[config.mk]
export PLATFORM = sky130hd
export DESIGN_NAME = cable_diag_peak_results
export DESIGN_NICKNAME = d
export VERILOG_FILES = /design/src/include/cable_diag_pkg.sv /design/src/include/reg_access_if.sv /design/src/design/peak_field_reg.sv /design/src/design/apb_reg_port.sv /design/src/design/cable_diag_peak_results.sv
export SDC_FILE = /design/constraint.sdc
export NUM_CORES = 1
export LEC_CHECK = 0
export BUFFER_PORTS_ARGS = -buffer_cell sky130_fd_sc_hd__buf_2
export CAP_MARGIN = 20
export CORE_ASPECT_RATIO = 0.7
export CORE_MARGIN = 3
export CORE_UTILIZATION = 45
export CTS_CLUSTER_SIZE = 25
export DETAILED_ROUTE_END_ITERATION = 12
export PLACE_DENSITY_LB_ADDON = 0.12
export SLEW_MARGIN = 10
export SYNTH_ARGS = -nofsm -noshare
export SYNTH_HDL_FRONTEND = slang
export SYNTH_SLANG_ARGS = --single-unit
[constraint.sdc]
create_clock -name CLOCK -period 1.4 [get_ports CLOCK]
set_input_delay 0.21 -clock CLOCK [delete_from_list [all_inputs] [get_ports CLOCK]]
set_output_delay 0.21 -clock CLOCK [all_outputs]
set_load 0.05 [all_outputs]
[src/include/cable_diag_pkg.sv]
// Constants and types shared by the cable diagnostic peak result bank
package cable_diag_pkg;
  localparam int unsigned DATA_W = 32;
  localparam int unsigned REG_W = 16;
  localparam int unsigned LOC_W = 8;
  localparam int unsigned AMP_W = 7;
  localparam int unsigned PEAK_CNT = 5;
  localparam int unsigned IDX_W = 10;
  localparam int unsigned ADDR_LSB = 2;
  localparam int unsigned MIN_ADDR_W = 12;
  // Register indices; the byte address is four times the index
  localparam logic [9:0] IDX_TX_LOC_1_2 = 10'h180;
  localparam logic [9:0] IDX_TX_LOC_3_4 = 10'h181;
  localparam logic [9:0] IDX_MIX_LOC_TX5_RX1 = 10'h182;
  localparam logic [9:0] IDX_RX_LOC_2_3 = 10'h183;
  localparam logic [9:0] IDX_RX_LOC_4_5 = 10'h184;
  localparam logic [9:0] IDX_TX_AMP_1_2 = 10'h185;
  localparam logic [9:0] IDX_TX_AMP_3_4 = 10'h186;
  localparam logic [9:0] IDX_MIX_AMP_TX5_RX1 = 10'h187;
  localparam logic [9:0] IDX_RESULT_CTRL = 10'h190;
  localparam logic [9:0] IDX_RESULT_STAT = 10'h191;
  // Field positions within a 16-bit result word
  localparam int unsigned HI_LSB = 8;
  localparam int unsigned LO_LSB = 0;
  // Reset values
  localparam logic [15:0] RESULT_RESET = 16'h0000;
  localparam logic [7:0] LOC_RESET = 8'h00;
  localparam logic [6:0] AMP_RESET = 7'h00;
  localparam logic CAPTURE_EN_RESET = 1'h1;
  // Control and status bit positions
  localparam int unsigned CTRL_CAPTURE_BIT = 0;
  localparam int unsigned STAT_BUSY_BIT = 0;
  localparam int unsigned STAT_DONE_BIT = 1;
  localparam int unsigned STAT_DROP_BIT = 2;
  typedef enum logic [1:0] {
    ST_IDLE = 2'b01,
    ST_ANSWER = 2'b10
  } apb_state_t;
endpackage

[src/include/reg_access_if.sv]
// Register access carrier between the bus port and the result bank
`timescale 1ns/10ps
interface reg_access_if;
  logic [9:0] index;
  logic wr_en;
  logic [3:0] wr_strb;
  logic [31:0] wdata;
  logic [31:0] rdata;
  logic hit;
  modport port (output index, output wr_en, output wr_strb, output wdata,
                input rdata, input hit);
  modport bank (input index, input wr_en, input wr_strb, input wdata,
                output rdata, output hit);
endinterface

[src/design/peak_field_reg.sv]
// One result field held from load to load
`timescale 1ns/10ps
module peak_field_reg #(
  parameter int unsigned W = 8
) (
  input wire logic clock,
  input wire logic resetn,
  input wire logic load,
  input wire logic [W-1:0] d,
  output logic [W-1:0] q
);
  if (W < 1 || W > 16) begin : g_bad_width
    $error("peak_field_reg: width out of range");
  end

  // Reads never touch the field; only a completed run or reset does
  always_ff @(posedge clock) begin
    if (!resetn) begin
      q <= '0;
    end else if (load) begin
      q <= d;
    end
  end
endmodule

[src/design/apb_reg_port.sv]
// APB slave port with one access wait-free answer
`timescale 1ns/10ps
module apb_reg_port #(
  parameter int unsigned ADDR_W = 12
) (
  input wire logic clock,
  input wire logic resetn,
  input wire logic psel,
  input wire logic penable,
  input wire logic pwrite,
  input wire logic [ADDR_W-1:0] paddr,
  input wire logic [3:0] pstrb,
  input wire logic [31:0] pwdata,
  output logic [31:0] prdata,
  output logic pready,
  output logic pslverr,
  reg_access_if.port bus
);
  cable_diag_pkg::apb_state_t state;
  logic upper_zero;
  logic mapped;

  if (ADDR_W < cable_diag_pkg::MIN_ADDR_W) begin : g_bad_addr
    $error("apb_reg_port: address too narrow for the register map");
  end

  assign upper_zero = (paddr >> (cable_diag_pkg::ADDR_LSB + cable_diag_pkg::IDX_W)) == '0;
  assign mapped = upper_zero && bus.hit;
  assign bus.index = paddr[cable_diag_pkg::ADDR_LSB +: cable_diag_pkg::IDX_W];
  assign bus.wdata = pwdata;
  assign bus.wr_strb = pstrb;
  // A write lands only on the completing edge of the access phase
  assign bus.wr_en = (state == cable_diag_pkg::ST_ANSWER) && psel && penable
                     && pwrite && mapped;

  always_ff @(posedge clock) begin
    if (!resetn) begin
      state <= cable_diag_pkg::ST_IDLE;
      pready <= 1'h0;
      pslverr <= 1'h0;
      prdata <= 32'h00000000;
    end else begin
      case (state)
        cable_diag_pkg::ST_IDLE: begin
          if (psel && !penable) begin
            state <= cable_diag_pkg::ST_ANSWER;
            pready <= 1'h1;
            pslverr <= !mapped;
            prdata <= (mapped && !pwrite) ? bus.rdata : 32'h00000000;
          end
        end
        cable_diag_pkg::ST_ANSWER: begin
          state <= cable_diag_pkg::ST_IDLE;
          pready <= 1'h0;
          pslverr <= 1'h0;
        end
        default: begin
          state <= cable_diag_pkg::ST_IDLE;
          pready <= 1'h0;
          pslverr <= 1'h0;
        end
      endcase
    end
  end
endmodule

[src/design/cable_diag_peak_results.sv]
// Cable diagnostic peak location and amplitude result bank on APB
`timescale 1ns/10ps
module cable_diag_peak_results #(
  parameter int unsigned ADDR_W = 12,
  parameter int unsigned PEAKS = 5
) (
  input wire logic CLOCK,
  input wire logic RESETN,
  input wire logic PSEL,
  input wire logic PENABLE,
  input wire logic PWRITE,
  input wire logic [ADDR_W-1:0] PADDR,
  input wire logic [3:0] PSTRB,
  input wire logic [31:0] PWDATA,
  output logic [31:0] PRDATA,
  output logic PREADY,
  output logic PSLVERR,
  input wire logic RUN_START,
  input wire logic RESULT_LOAD,
  input wire logic [PEAKS*8-1:0] TX_PEAK_LOC,
  input wire logic [PEAKS*8-1:0] RX_PEAK_LOC,
  input wire logic [PEAKS*7-1:0] TX_PEAK_AMP,
  input wire logic [6:0] RX_PEAK_AMP_1,
  output logic DIAG_DONE
);
  localparam int unsigned LW = cable_diag_pkg::LOC_W;
  localparam int unsigned AW = cable_diag_pkg::AMP_W;

  reg_access_if bus ();

  logic capture_en;
  logic busy;
  logic dropped;
  logic field_load;
  logic [LW-1:0] tx_loc [PEAKS];
  logic [LW-1:0] rx_loc [PEAKS];
  logic [AW-1:0] tx_amp [PEAKS];
  logic [AW-1:0] rx_amp_1;
  logic [15:0] next_rdata;
  logic next_hit;
  logic ctrl_write;
  logic stat_write;

  if (PEAKS != cable_diag_pkg::PEAK_CNT) begin : g_bad_peaks
    $error("cable_diag_peak_results: the map holds exactly five peaks per pair");
  end

  // Location word: two 8-bit distances side by side
  function automatic logic [15:0] pack_loc(input logic [7:0] hi, input logic [7:0] lo);
    pack_loc = {hi, lo};
  endfunction

  // Amplitude word: reserved bits above each 7-bit field forced low
  function automatic logic [15:0] pack_amp(input logic [6:0] hi, input logic [6:0] lo);
    pack_amp = {1'h0, hi, 1'h0, lo};
  endfunction

  apb_reg_port #(
    .ADDR_W(ADDR_W)
  ) u_port (
    .clock(CLOCK),
    .resetn(RESETN),
    .psel(PSEL),
    .penable(PENABLE),
    .pwrite(PWRITE),
    .paddr(PADDR),
    .pstrb(PSTRB),
    .pwdata(PWDATA),
    .prdata(PRDATA),
    .pready(PREADY),
    .pslverr(PSLVERR),
    .bus(bus.port)
  );

  // Capture can be frozen by software so a good result survives later runs
  assign field_load = RESULT_LOAD && capture_en;

  // Transmit-pair locations, peak 1 in the lowest byte
  peak_field_reg #(
    .W(LW)
  ) u_tx_loc_1 (
    .clock(CLOCK),
    .resetn(RESETN),
    .load(field_load),
    .d(TX_PEAK_LOC[0*LW +: LW]),
    .q(tx_loc[0])
  );

  peak_field_reg #(
    .W(LW)
  ) u_tx_loc_2 (
    .clock(CLOCK),
    .resetn(RESETN),
    .load(field_load),
    .d(TX_PEAK_LOC[1*LW +: LW]),
    .q(tx_loc[1])
  );

  peak_field_reg #(
    .W(LW)
  ) u_tx_loc_3 (
    .clock(CLOCK),
    .resetn(RESETN),
    .load(field_load),
    .d(TX_PEAK_LOC[2*LW +: LW]),
    .q(tx_loc[2])
  );

  peak_field_reg #(
    .W(LW)
  ) u_tx_loc_4 (
    .clock(CLOCK),
    .resetn(RESETN),
    .load(field_load),
    .d(TX_PEAK_LOC[3*LW +: LW]),
    .q(tx_loc[3])
  );

  peak_field_reg #(
    .W(LW)
  ) u_tx_loc_5 (
    .clock(CLOCK),
    .resetn(RESETN),
    .load(field_load),
    .d(TX_PEAK_LOC[4*LW +: LW]),
    .q(tx_loc[4])
  );

  // Receive-pair locations
  peak_field_reg #(
    .W(LW)
  ) u_rx_loc_1 (
    .clock(CLOCK),
    .resetn(RESETN),
    .load(field_load),
    .d(RX_PEAK_LOC[0*LW +: LW]),
    .q(rx_loc[0])
  );

  peak_field_reg #(
    .W(LW)
  ) u_rx_loc_2 (
    .clock(CLOCK),
    .resetn(RESETN),
    .load(field_load),
    .d(RX_PEAK_LOC[1*LW +: LW]),
    .q(rx_loc[1])
  );

  peak_field_reg #(
    .W(LW)
  ) u_rx_loc_3 (
    .clock(CLOCK),
    .resetn(RESETN),
    .load(field_load),
    .d(RX_PEAK_LOC[2*LW +: LW]),
    .q(rx_loc[2])
  );

  peak_field_reg #(
    .W(LW)
  ) u_rx_loc_4 (
    .clock(CLOCK),
    .resetn(RESETN),
    .load(field_load),
    .d(RX_PEAK_LOC[3*LW +: LW]),
    .q(rx_loc[3])
  );

  peak_field_reg #(
    .W(LW)
  ) u_rx_loc_5 (
    .clock(CLOCK),
    .resetn(RESETN),
    .load(field_load),
    .d(RX_PEAK_LOC[4*LW +: LW]),
    .q(rx_loc[4])
  );

  // Transmit-pair amplitudes, then receive-pair amplitude 1
  peak_field_reg #(
    .W(AW)
  ) u_tx_amp_1 (
    .clock(CLOCK),
    .resetn(RESETN),
    .load(field_load),
    .d(TX_PEAK_AMP[0*AW +: AW]),
    .q(tx_amp[0])
  );

  peak_field_reg #(
    .W(AW)
  ) u_tx_amp_2 (
    .clock(CLOCK),
    .resetn(RESETN),
    .load(field_load),
    .d(TX_PEAK_AMP[1*AW +: AW]),
    .q(tx_amp[1])
  );

  peak_field_reg #(
    .W(AW)
  ) u_tx_amp_3 (
    .clock(CLOCK),
    .resetn(RESETN),
    .load(field_load),
    .d(TX_PEAK_AMP[2*AW +: AW]),
    .q(tx_amp[2])
  );

  peak_field_reg #(
    .W(AW)
  ) u_tx_amp_4 (
    .clock(CLOCK),
    .resetn(RESETN),
    .load(field_load),
    .d(TX_PEAK_AMP[3*AW +: AW]),
    .q(tx_amp[3])
  );

  peak_field_reg #(
    .W(AW)
  ) u_tx_amp_5 (
    .clock(CLOCK),
    .resetn(RESETN),
    .load(field_load),
    .d(TX_PEAK_AMP[4*AW +: AW]),
    .q(tx_amp[4])
  );

  peak_field_reg #(
    .W(AW)
  ) u_rx_amp_1 (
    .clock(CLOCK),
    .resetn(RESETN),
    .load(field_load),
    .d(RX_PEAK_AMP_1),
    .q(rx_amp_1)
  );

  assign ctrl_write = bus.wr_en && bus.wr_strb[0]
                      && (bus.index == cable_diag_pkg::IDX_RESULT_CTRL);
  assign stat_write = bus.wr_en && bus.wr_strb[0]
                      && (bus.index == cable_diag_pkg::IDX_RESULT_STAT);

  // Software control of result capture
  always_ff @(posedge CLOCK) begin
    if (!RESETN) begin
      capture_en <= cable_diag_pkg::CAPTURE_EN_RESET;
    end else if (ctrl_write) begin
      capture_en <= bus.wdata[cable_diag_pkg::CTRL_CAPTURE_BIT];
    end
  end

  // Run in progress: from start until the engine hands over results
  always_ff @(posedge CLOCK) begin
    if (!RESETN) begin
      busy <= 1'h0;
    end else if (RUN_START) begin
      busy <= 1'h1;
    end else if (RESULT_LOAD) begin
      busy <= 1'h0;
    end
  end

  // Done rises with a load while capture is on; a start in the same cycle does not hide it
  always_ff @(posedge CLOCK) begin
    if (!RESETN) begin
      DIAG_DONE <= 1'h0;
    end else if (field_load) begin
      DIAG_DONE <= 1'h1;
    end else if (RUN_START) begin
      DIAG_DONE <= 1'h0;
    end
  end

  // Sticky: a finished run was discarded because capture was off
  always_ff @(posedge CLOCK) begin
    if (!RESETN) begin
      dropped <= 1'h0;
    end else if (RESULT_LOAD && !capture_en) begin
      dropped <= 1'h1;
    end else if (stat_write && bus.wdata[cable_diag_pkg::STAT_DROP_BIT]) begin
      dropped <= 1'h0;
    end
  end

  // Read decode; reads have no side effects
  always_comb begin
    next_rdata = cable_diag_pkg::RESULT_RESET;
    next_hit = 1'h1;
    case (bus.index)
      cable_diag_pkg::IDX_TX_LOC_1_2: begin
        next_rdata = pack_loc(tx_loc[1], tx_loc[0]);
      end
      cable_diag_pkg::IDX_TX_LOC_3_4: begin
        next_rdata = pack_loc(tx_loc[3], tx_loc[2]);
      end
      cable_diag_pkg::IDX_MIX_LOC_TX5_RX1: begin
        next_rdata = pack_loc(rx_loc[0], tx_loc[4]);
      end
      cable_diag_pkg::IDX_RX_LOC_2_3: begin
        next_rdata = pack_loc(rx_loc[2], rx_loc[1]);
      end
      cable_diag_pkg::IDX_RX_LOC_4_5: begin
        next_rdata = pack_loc(rx_loc[4], rx_loc[3]);
      end
      cable_diag_pkg::IDX_TX_AMP_1_2: begin
        next_rdata = pack_amp(tx_amp[1], tx_amp[0]);
      end
      cable_diag_pkg::IDX_TX_AMP_3_4: begin
        next_rdata = pack_amp(tx_amp[3], tx_amp[2]);
      end
      cable_diag_pkg::IDX_MIX_AMP_TX5_RX1: begin
        next_rdata = pack_amp(rx_amp_1, tx_amp[4]);
      end
      cable_diag_pkg::IDX_RESULT_CTRL: begin
        next_rdata[cable_diag_pkg::CTRL_CAPTURE_BIT] = capture_en;
      end
      cable_diag_pkg::IDX_RESULT_STAT: begin
        next_rdata[cable_diag_pkg::STAT_BUSY_BIT] = busy;
        next_rdata[cable_diag_pkg::STAT_DONE_BIT] = DIAG_DONE;
        next_rdata[cable_diag_pkg::STAT_DROP_BIT] = dropped;
      end
      default: begin
        next_hit = 1'h0;
      end
    endcase
  end

  // Writes to result words are accepted on the bus and have no effect
  assign bus.rdata = {16'h0000, next_rdata};
  assign bus.hit = next_hit;
endmodule

Yosys cells after proc, flatten, opt, wreduce, memory -nomap -nowiden. Cells that the tools add are included.

Register bits after elaboration: 162. Input port bits: 177. Word-level logic and storage cells: 69.

Equality and inequality tests: 12. Mux-type cells: 11. Reduce and logical (&&, ||, !) cells: 22.

Operator list (number): one-hot mux 13 bit (8 select lines) (1); == test 10 x 9 -> 1 bit (second input constant) (10); one-hot mux 2 bit (9 select lines) (1); 2-to-1 mux 16 bit (1); logical AND 1 bit (12); one-hot mux 1 bit (10 select lines) (1); OR reduction 10 bit (1); 2-to-1 mux 1 bit (7); nonzero test 2 bit (3); logical NOT 1 bit (4); AND reduction 2 bit (2); == test 2 x 1 -> 1 bit (second input constant) (1); == test 2 bit (second input constant) (1).

Longest topological paths before layout.
Depth after elaboration: 10. Gate-level depth with buffers: 8. Depth with buffers taken out: 5.

Cells and area by module. From an unflattened synthesis, not the netlist that was laid out.

Cell total of the unflattened synthesis: 784. Area total of the unflattened synthesis: 8020.2 um^2.

By module, submodules not included: peak_field_reg (u_rx_loc_1 ...) (instances 10, cells each 25, area each 301.5 um^2); apb_reg_port (instances 1, cells each 204, area each 1969.4 um^2); peak_field_reg (u_rx_amp_1 ...) (instances 6, cells each 22, area each 265.3 um^2); cable_diag_peak_results (instances 1, cells each 198, area each 1443.9 um^2).

Worst setup path before layout. No wires, ideal clock.

Path type: register to register. Start point: reg u_port.state[1]. End point: reg u_port.prdata[10]. Library setup time: 69 ps. Data arrival time: 1566 ps. Data required time: 1331 ps. Slack: -235 ps. Cell stages (with the launch flop): 6. Path buffers: 1. Cells stage by stage: dfxtp_1 -> nor4bb_1 -> nand2b_1 -> or3_4 -> buf_6 -> o21ai_1.

Cells in the longest elaborated chain, start to end: 2.

Ends and longest elaborated chain: start: declaration (line apb_reg_port.sv:19) `cable_diag_pkg::apb_state_t state;`; start signal: assignment (line apb_reg_port.sv:38) `state <= cable_diag_pkg::ST_IDLE;`; start signal: assignment (line apb_reg_port.sv:46) `state <= cable_diag_pkg::ST_ANSWER;`; start signal: assignment (line apb_reg_port.sv:53) `state <= cable_diag_pkg::ST_IDLE;`; == test 2 x 1 -> 1 bit (line apb_reg_port.sv:43) `case (state)`; AND reduction 2 bit (no line); end signal: assignment (line apb_reg_port.sv:49) `prdata <= (mapped && !pwrite) ? bus.rdata : 32'h00000000;`; end: declaration (line apb_reg_port.sv:14) `output logic [31:0] prdata,`.

No other way between the ends. A chain may end at the register's enable or synchronous reset.

Worst setup path after layout.
Start point: reg u_port.state[1]. End point: reg u_port.prdata[9].

Same word-level chain as after synthesis.

==> results.txt <==
The part of the power in registers is 0.423. The net total in the final layout is 1104. The slowest stage of the critical path belongs to the cell or3_4. Dividing the detail-routed wire length by the instance count gives 16.4 um. The count of pins on the block boundary came out at 212. The number of failing hold endpoints at the final stage came to 0.

The final period utilization came out at 1.09. The fraction of layout instances using a drive strength above 1 came out at 0.288. The post-synthesis cell count came out at 764.

The run finished, with violations left. The area of the core came out at 0.0134 mm2. After the first detailed-routing iteration, the DRC count stood at 452.

The starting density of the core is 0.466. The core occupancy in the finished layout is 0.608. The clock reaches the later pin of the worst-skew pair after 0.42 ns. Across the routed clock network, the largest skew measured is 0.00960 ns. The arrival time of data at the critical path endpoint came out at 1.87 ns. The maximum level of the CTS H-tree came out at 4. The count of unique library cells instantiated by Yosys is 47. The average instance in the mapped netlist occupies 8.15 um2. Measured against its own limit, the worst slew margin works out to 0.597.

The min-delay analysis places its worst path in the category primary input to flop. Setup repair after global routing could not meet its margin everywhere. The final critical-path required period is 1.53 ns.

The total routing usage reported by global routing came out at 0.233. The dominant synthesized flop cell is dfxtp_1. Data on the critical path is required at its endpoint by 1.75 ns. Yosys mapped a number of flops with a built-in enable equal to 0. The first detailed-routing pass took 5 iterations. The biggest cell delay along the critical path is 0.45 ns. The area enclosed by the die boundary is 0.0153 mm2. The final-report max-slew violation count is 0. The first global-routing pass estimated 28.5 mm of wire. The final hold slack is 0.0173 ns. The signal on the critical path passes through nor4bb_4 -> nand2b_4 -> or3_4 -> o21ai_1. After detailed routing, the total wire length is 18.5 mm. The number of buffers added on ports came out at 160. The post-DP HPWL came out at 13.4 mm. For this run, asynchronously set or reset flops after synthesis account for 0. The clock drives 145 sinks. The clock transition time at the flip-flop clock pins of the worst setup and hold paths is 0.06 ns. The count of final setup violators came out at 13.

Among cell families on the critical path, the largest total delay comes from simple AND/OR/NAND/NOR gates. For this design the static power due to leakage is 0.00351 uW. The total power per unit cell area came out at 1290 mW/mm2.

For this run, the register share of the synthesized area comes to 0.466. The clock passes through at most 2 buffers. The final reports fail on setup timing. The CTS buffer count is 17. The horizontal extent of the die is 147 um. The remaining global-route overflow came out at 0. The final weighted congestion of routability-driven global placement is 0.842. The worst setup path is of the flop to flop kind. The measured slew at the worst slew-check pin came out at 0.604 ns. The number of rows in the core area is 35. The number of nets with antenna violations after detailed routing came out at 0. Across the run, the number of max-cap violations was 0. The number of antenna diodes in the final layout is 0. In this run the power spent charging and discharging nets is 2570 uW.

The capturing element type of the critical path is a flop. Of the total power, the clock network draws 0.466. The worst setup path is launched from a flop. The via density per instance came out at 5.21.

The buffer type at the clock tree root is clkbuf_16. From synthesis to final layout, the design area changed by 30.5%. The via count of the first global-routing pass is 5534. The number of buffers and inverters on the critical path is 0. The Yosys warning count is 0. Setup slack on the critical path of the routed design comes to -0.126 ns. The number of hold buffers added after CTS is 0. The cell area that synthesis handed to floorplanning was 0.00622 mm2.

Of the total power, the share spent switching nets is 0.244. Internal power comes to 7950 uW. The initial antenna violation count came to 0.

TritonCTS built the clock tree. The floorplan step set the die height to 104 um. IR analysis of the VDD net gives a maximum drop of 952 uV. Timing would allow up to 0.655 GHz. The count of unresolved DRC violations after routing came out at 0. The largest net degree at the start of global routing came out at 86. The highest net fanout along the worst path is 6. The routed layout has 5865 vias. The share of total power dissipated in combinational logic is 0.111. The flip-flop and latch count after synthesis came out at 145.
## sequential cells by signal, summed over array words and instances (netlist names), 8 cells and up
name / count
u_rx_loc_3.q: 8
u_tx_loc_5.q: 8
u_tx_loc_4.q: 8
u_tx_loc_3.q: 8
u_tx_loc_1.q: 8
u_port.prdata: 16
u_tx_loc_2.q: 8
u_rx_loc_2.q: 8
u_rx_loc_5.q: 8
u_rx_loc_1.q: 8
u_rx_loc_4.q: 8
## kinds of logic after synthesis
logic type | count (synthesis) | synth area share
mux | 47 | 0.102
other cells | 1 | 0.000603
buf+inv | 81 | 0.0653
compound gates | 181 | 0.159
flops | 145 | 0.466
simple gates | 309 | 0.206
## stage by stage
stage | instance area [um2] | setup WS (ns) | power, uW | setup TNS (ns) | cells
3_5_place_dp | 7420 | -0.366 | 5680 | -4.15 | 1092
6_report | 8120 | -0.126 | 10500 | -1.38 | 1125
5_1_grt | 8120 | -0.199 | 10900 | -2.33 | 1125
2_1_floorplan | 6320 | -0.106 | 5220 | -0.654 | 779
3_3_place_gp | 7420 | -0.347 | 5650 | -3.53 | 1092
4_1_cts | 8090 | -0.126 | 10600 | -1.39 | 1124
## final timing paths
check                               start                             to  slack (ns)  cells past startpoint
max          u_port.state[1]$_SDFFE_PN0P_  u_port.prdata[9]$_SDFFE_PN0P_       -0.13                      4
min                             RUN_START              busy$_SDFFE_PN0P_        0.02                      3
max reg2reg  u_port.state[1]$_SDFFE_PN0P_  u_port.prdata[9]$_SDFFE_PN0P_       -0.13                      4
min reg2reg  u_rx_amp_1.q[3]$_SDFFE_PN0P_   u_rx_amp_1.q[3]$_SDFFE_PN0P_        0.45                      2
## placed cells by master, fill, tap and decap left out, drive strengths merged, types with 4 or more instances in the layout
master / synthesis / routed
buf: 29 / 204
and3: 6 / 6
nand2b: 4 / 4
conb: 1 / 16
mux4: 13 / 13
dfxtp: 145 / 145
clkbuf: 46 / 23
nor2: 7 / 7
o22ai: 12 / 12
a22oi: 10 / 10
nand3: 6 / 6
a21oi: 127 / 127
nand2: 270 / 270
inv: 5 / 8
mux2i: 33 / 33
o21ai: 21 / 21
nor3b: 4 / 4
## worst min-delay path: stages
cell	delay, ns
buf_2	0.09
a21oi_1	0.03
nor2_1	0.07
## cell usage after synthesis (7+ instances only)
library cell,instances,share of area
dfxtp_1,145,0.47
clkbuf_1,46,0.028
o21ai_1,15,0.012
mux2i_1,33,0.053
nor2_1,7,0.0042
a22oi_1,10,0.012
nand2_1,269,0.16
a21oi_1,127,0.10
o22ai_1,12,0.012
buf_4,20,0.024
mux4_2,13,0.047
## metal layers
metal	track usage	part of all wire	up-vias
met3	0.0549	0.078	14
met5	0	0	-
li1	-	-	2885
met4	0.0463	0.0077	0
met1	0.342	0.47	2733
met2	0.353	0.44	233
## power by group through the flow
| stage | clock network (uW) | registers, uW | logic (uW) |
|---|---|---|---|
| floorplan | 0 | 4510 | 705 |
| global placement | 0 | 4520 | 1130 |
| detailed placement | 0 | 4530 | 1150 |
| CTS | 4960 | 4440 | 1160 |
| global route | 5130 | 4470 | 1280 |
| finish | 4900 | 4450 | 1170 |
## layout make-up
class	count	area, um2
multi-input cells	554	3040
flip-flops and latches	145	2910
inverters	5	21.3
well taps	185	231
fillers	1182	5230
repair buffers	204	1270
clock buffers	23	509
clock inverters	9	140
## repair_timing
item,4_1_cts,5_1_grt
cloned,0,1
resized for setup,4,7
pin swaps,1,3
endpoints found under the setup margin,13,16
setup buffers,0,0
(Power assumes the default switching activity.)
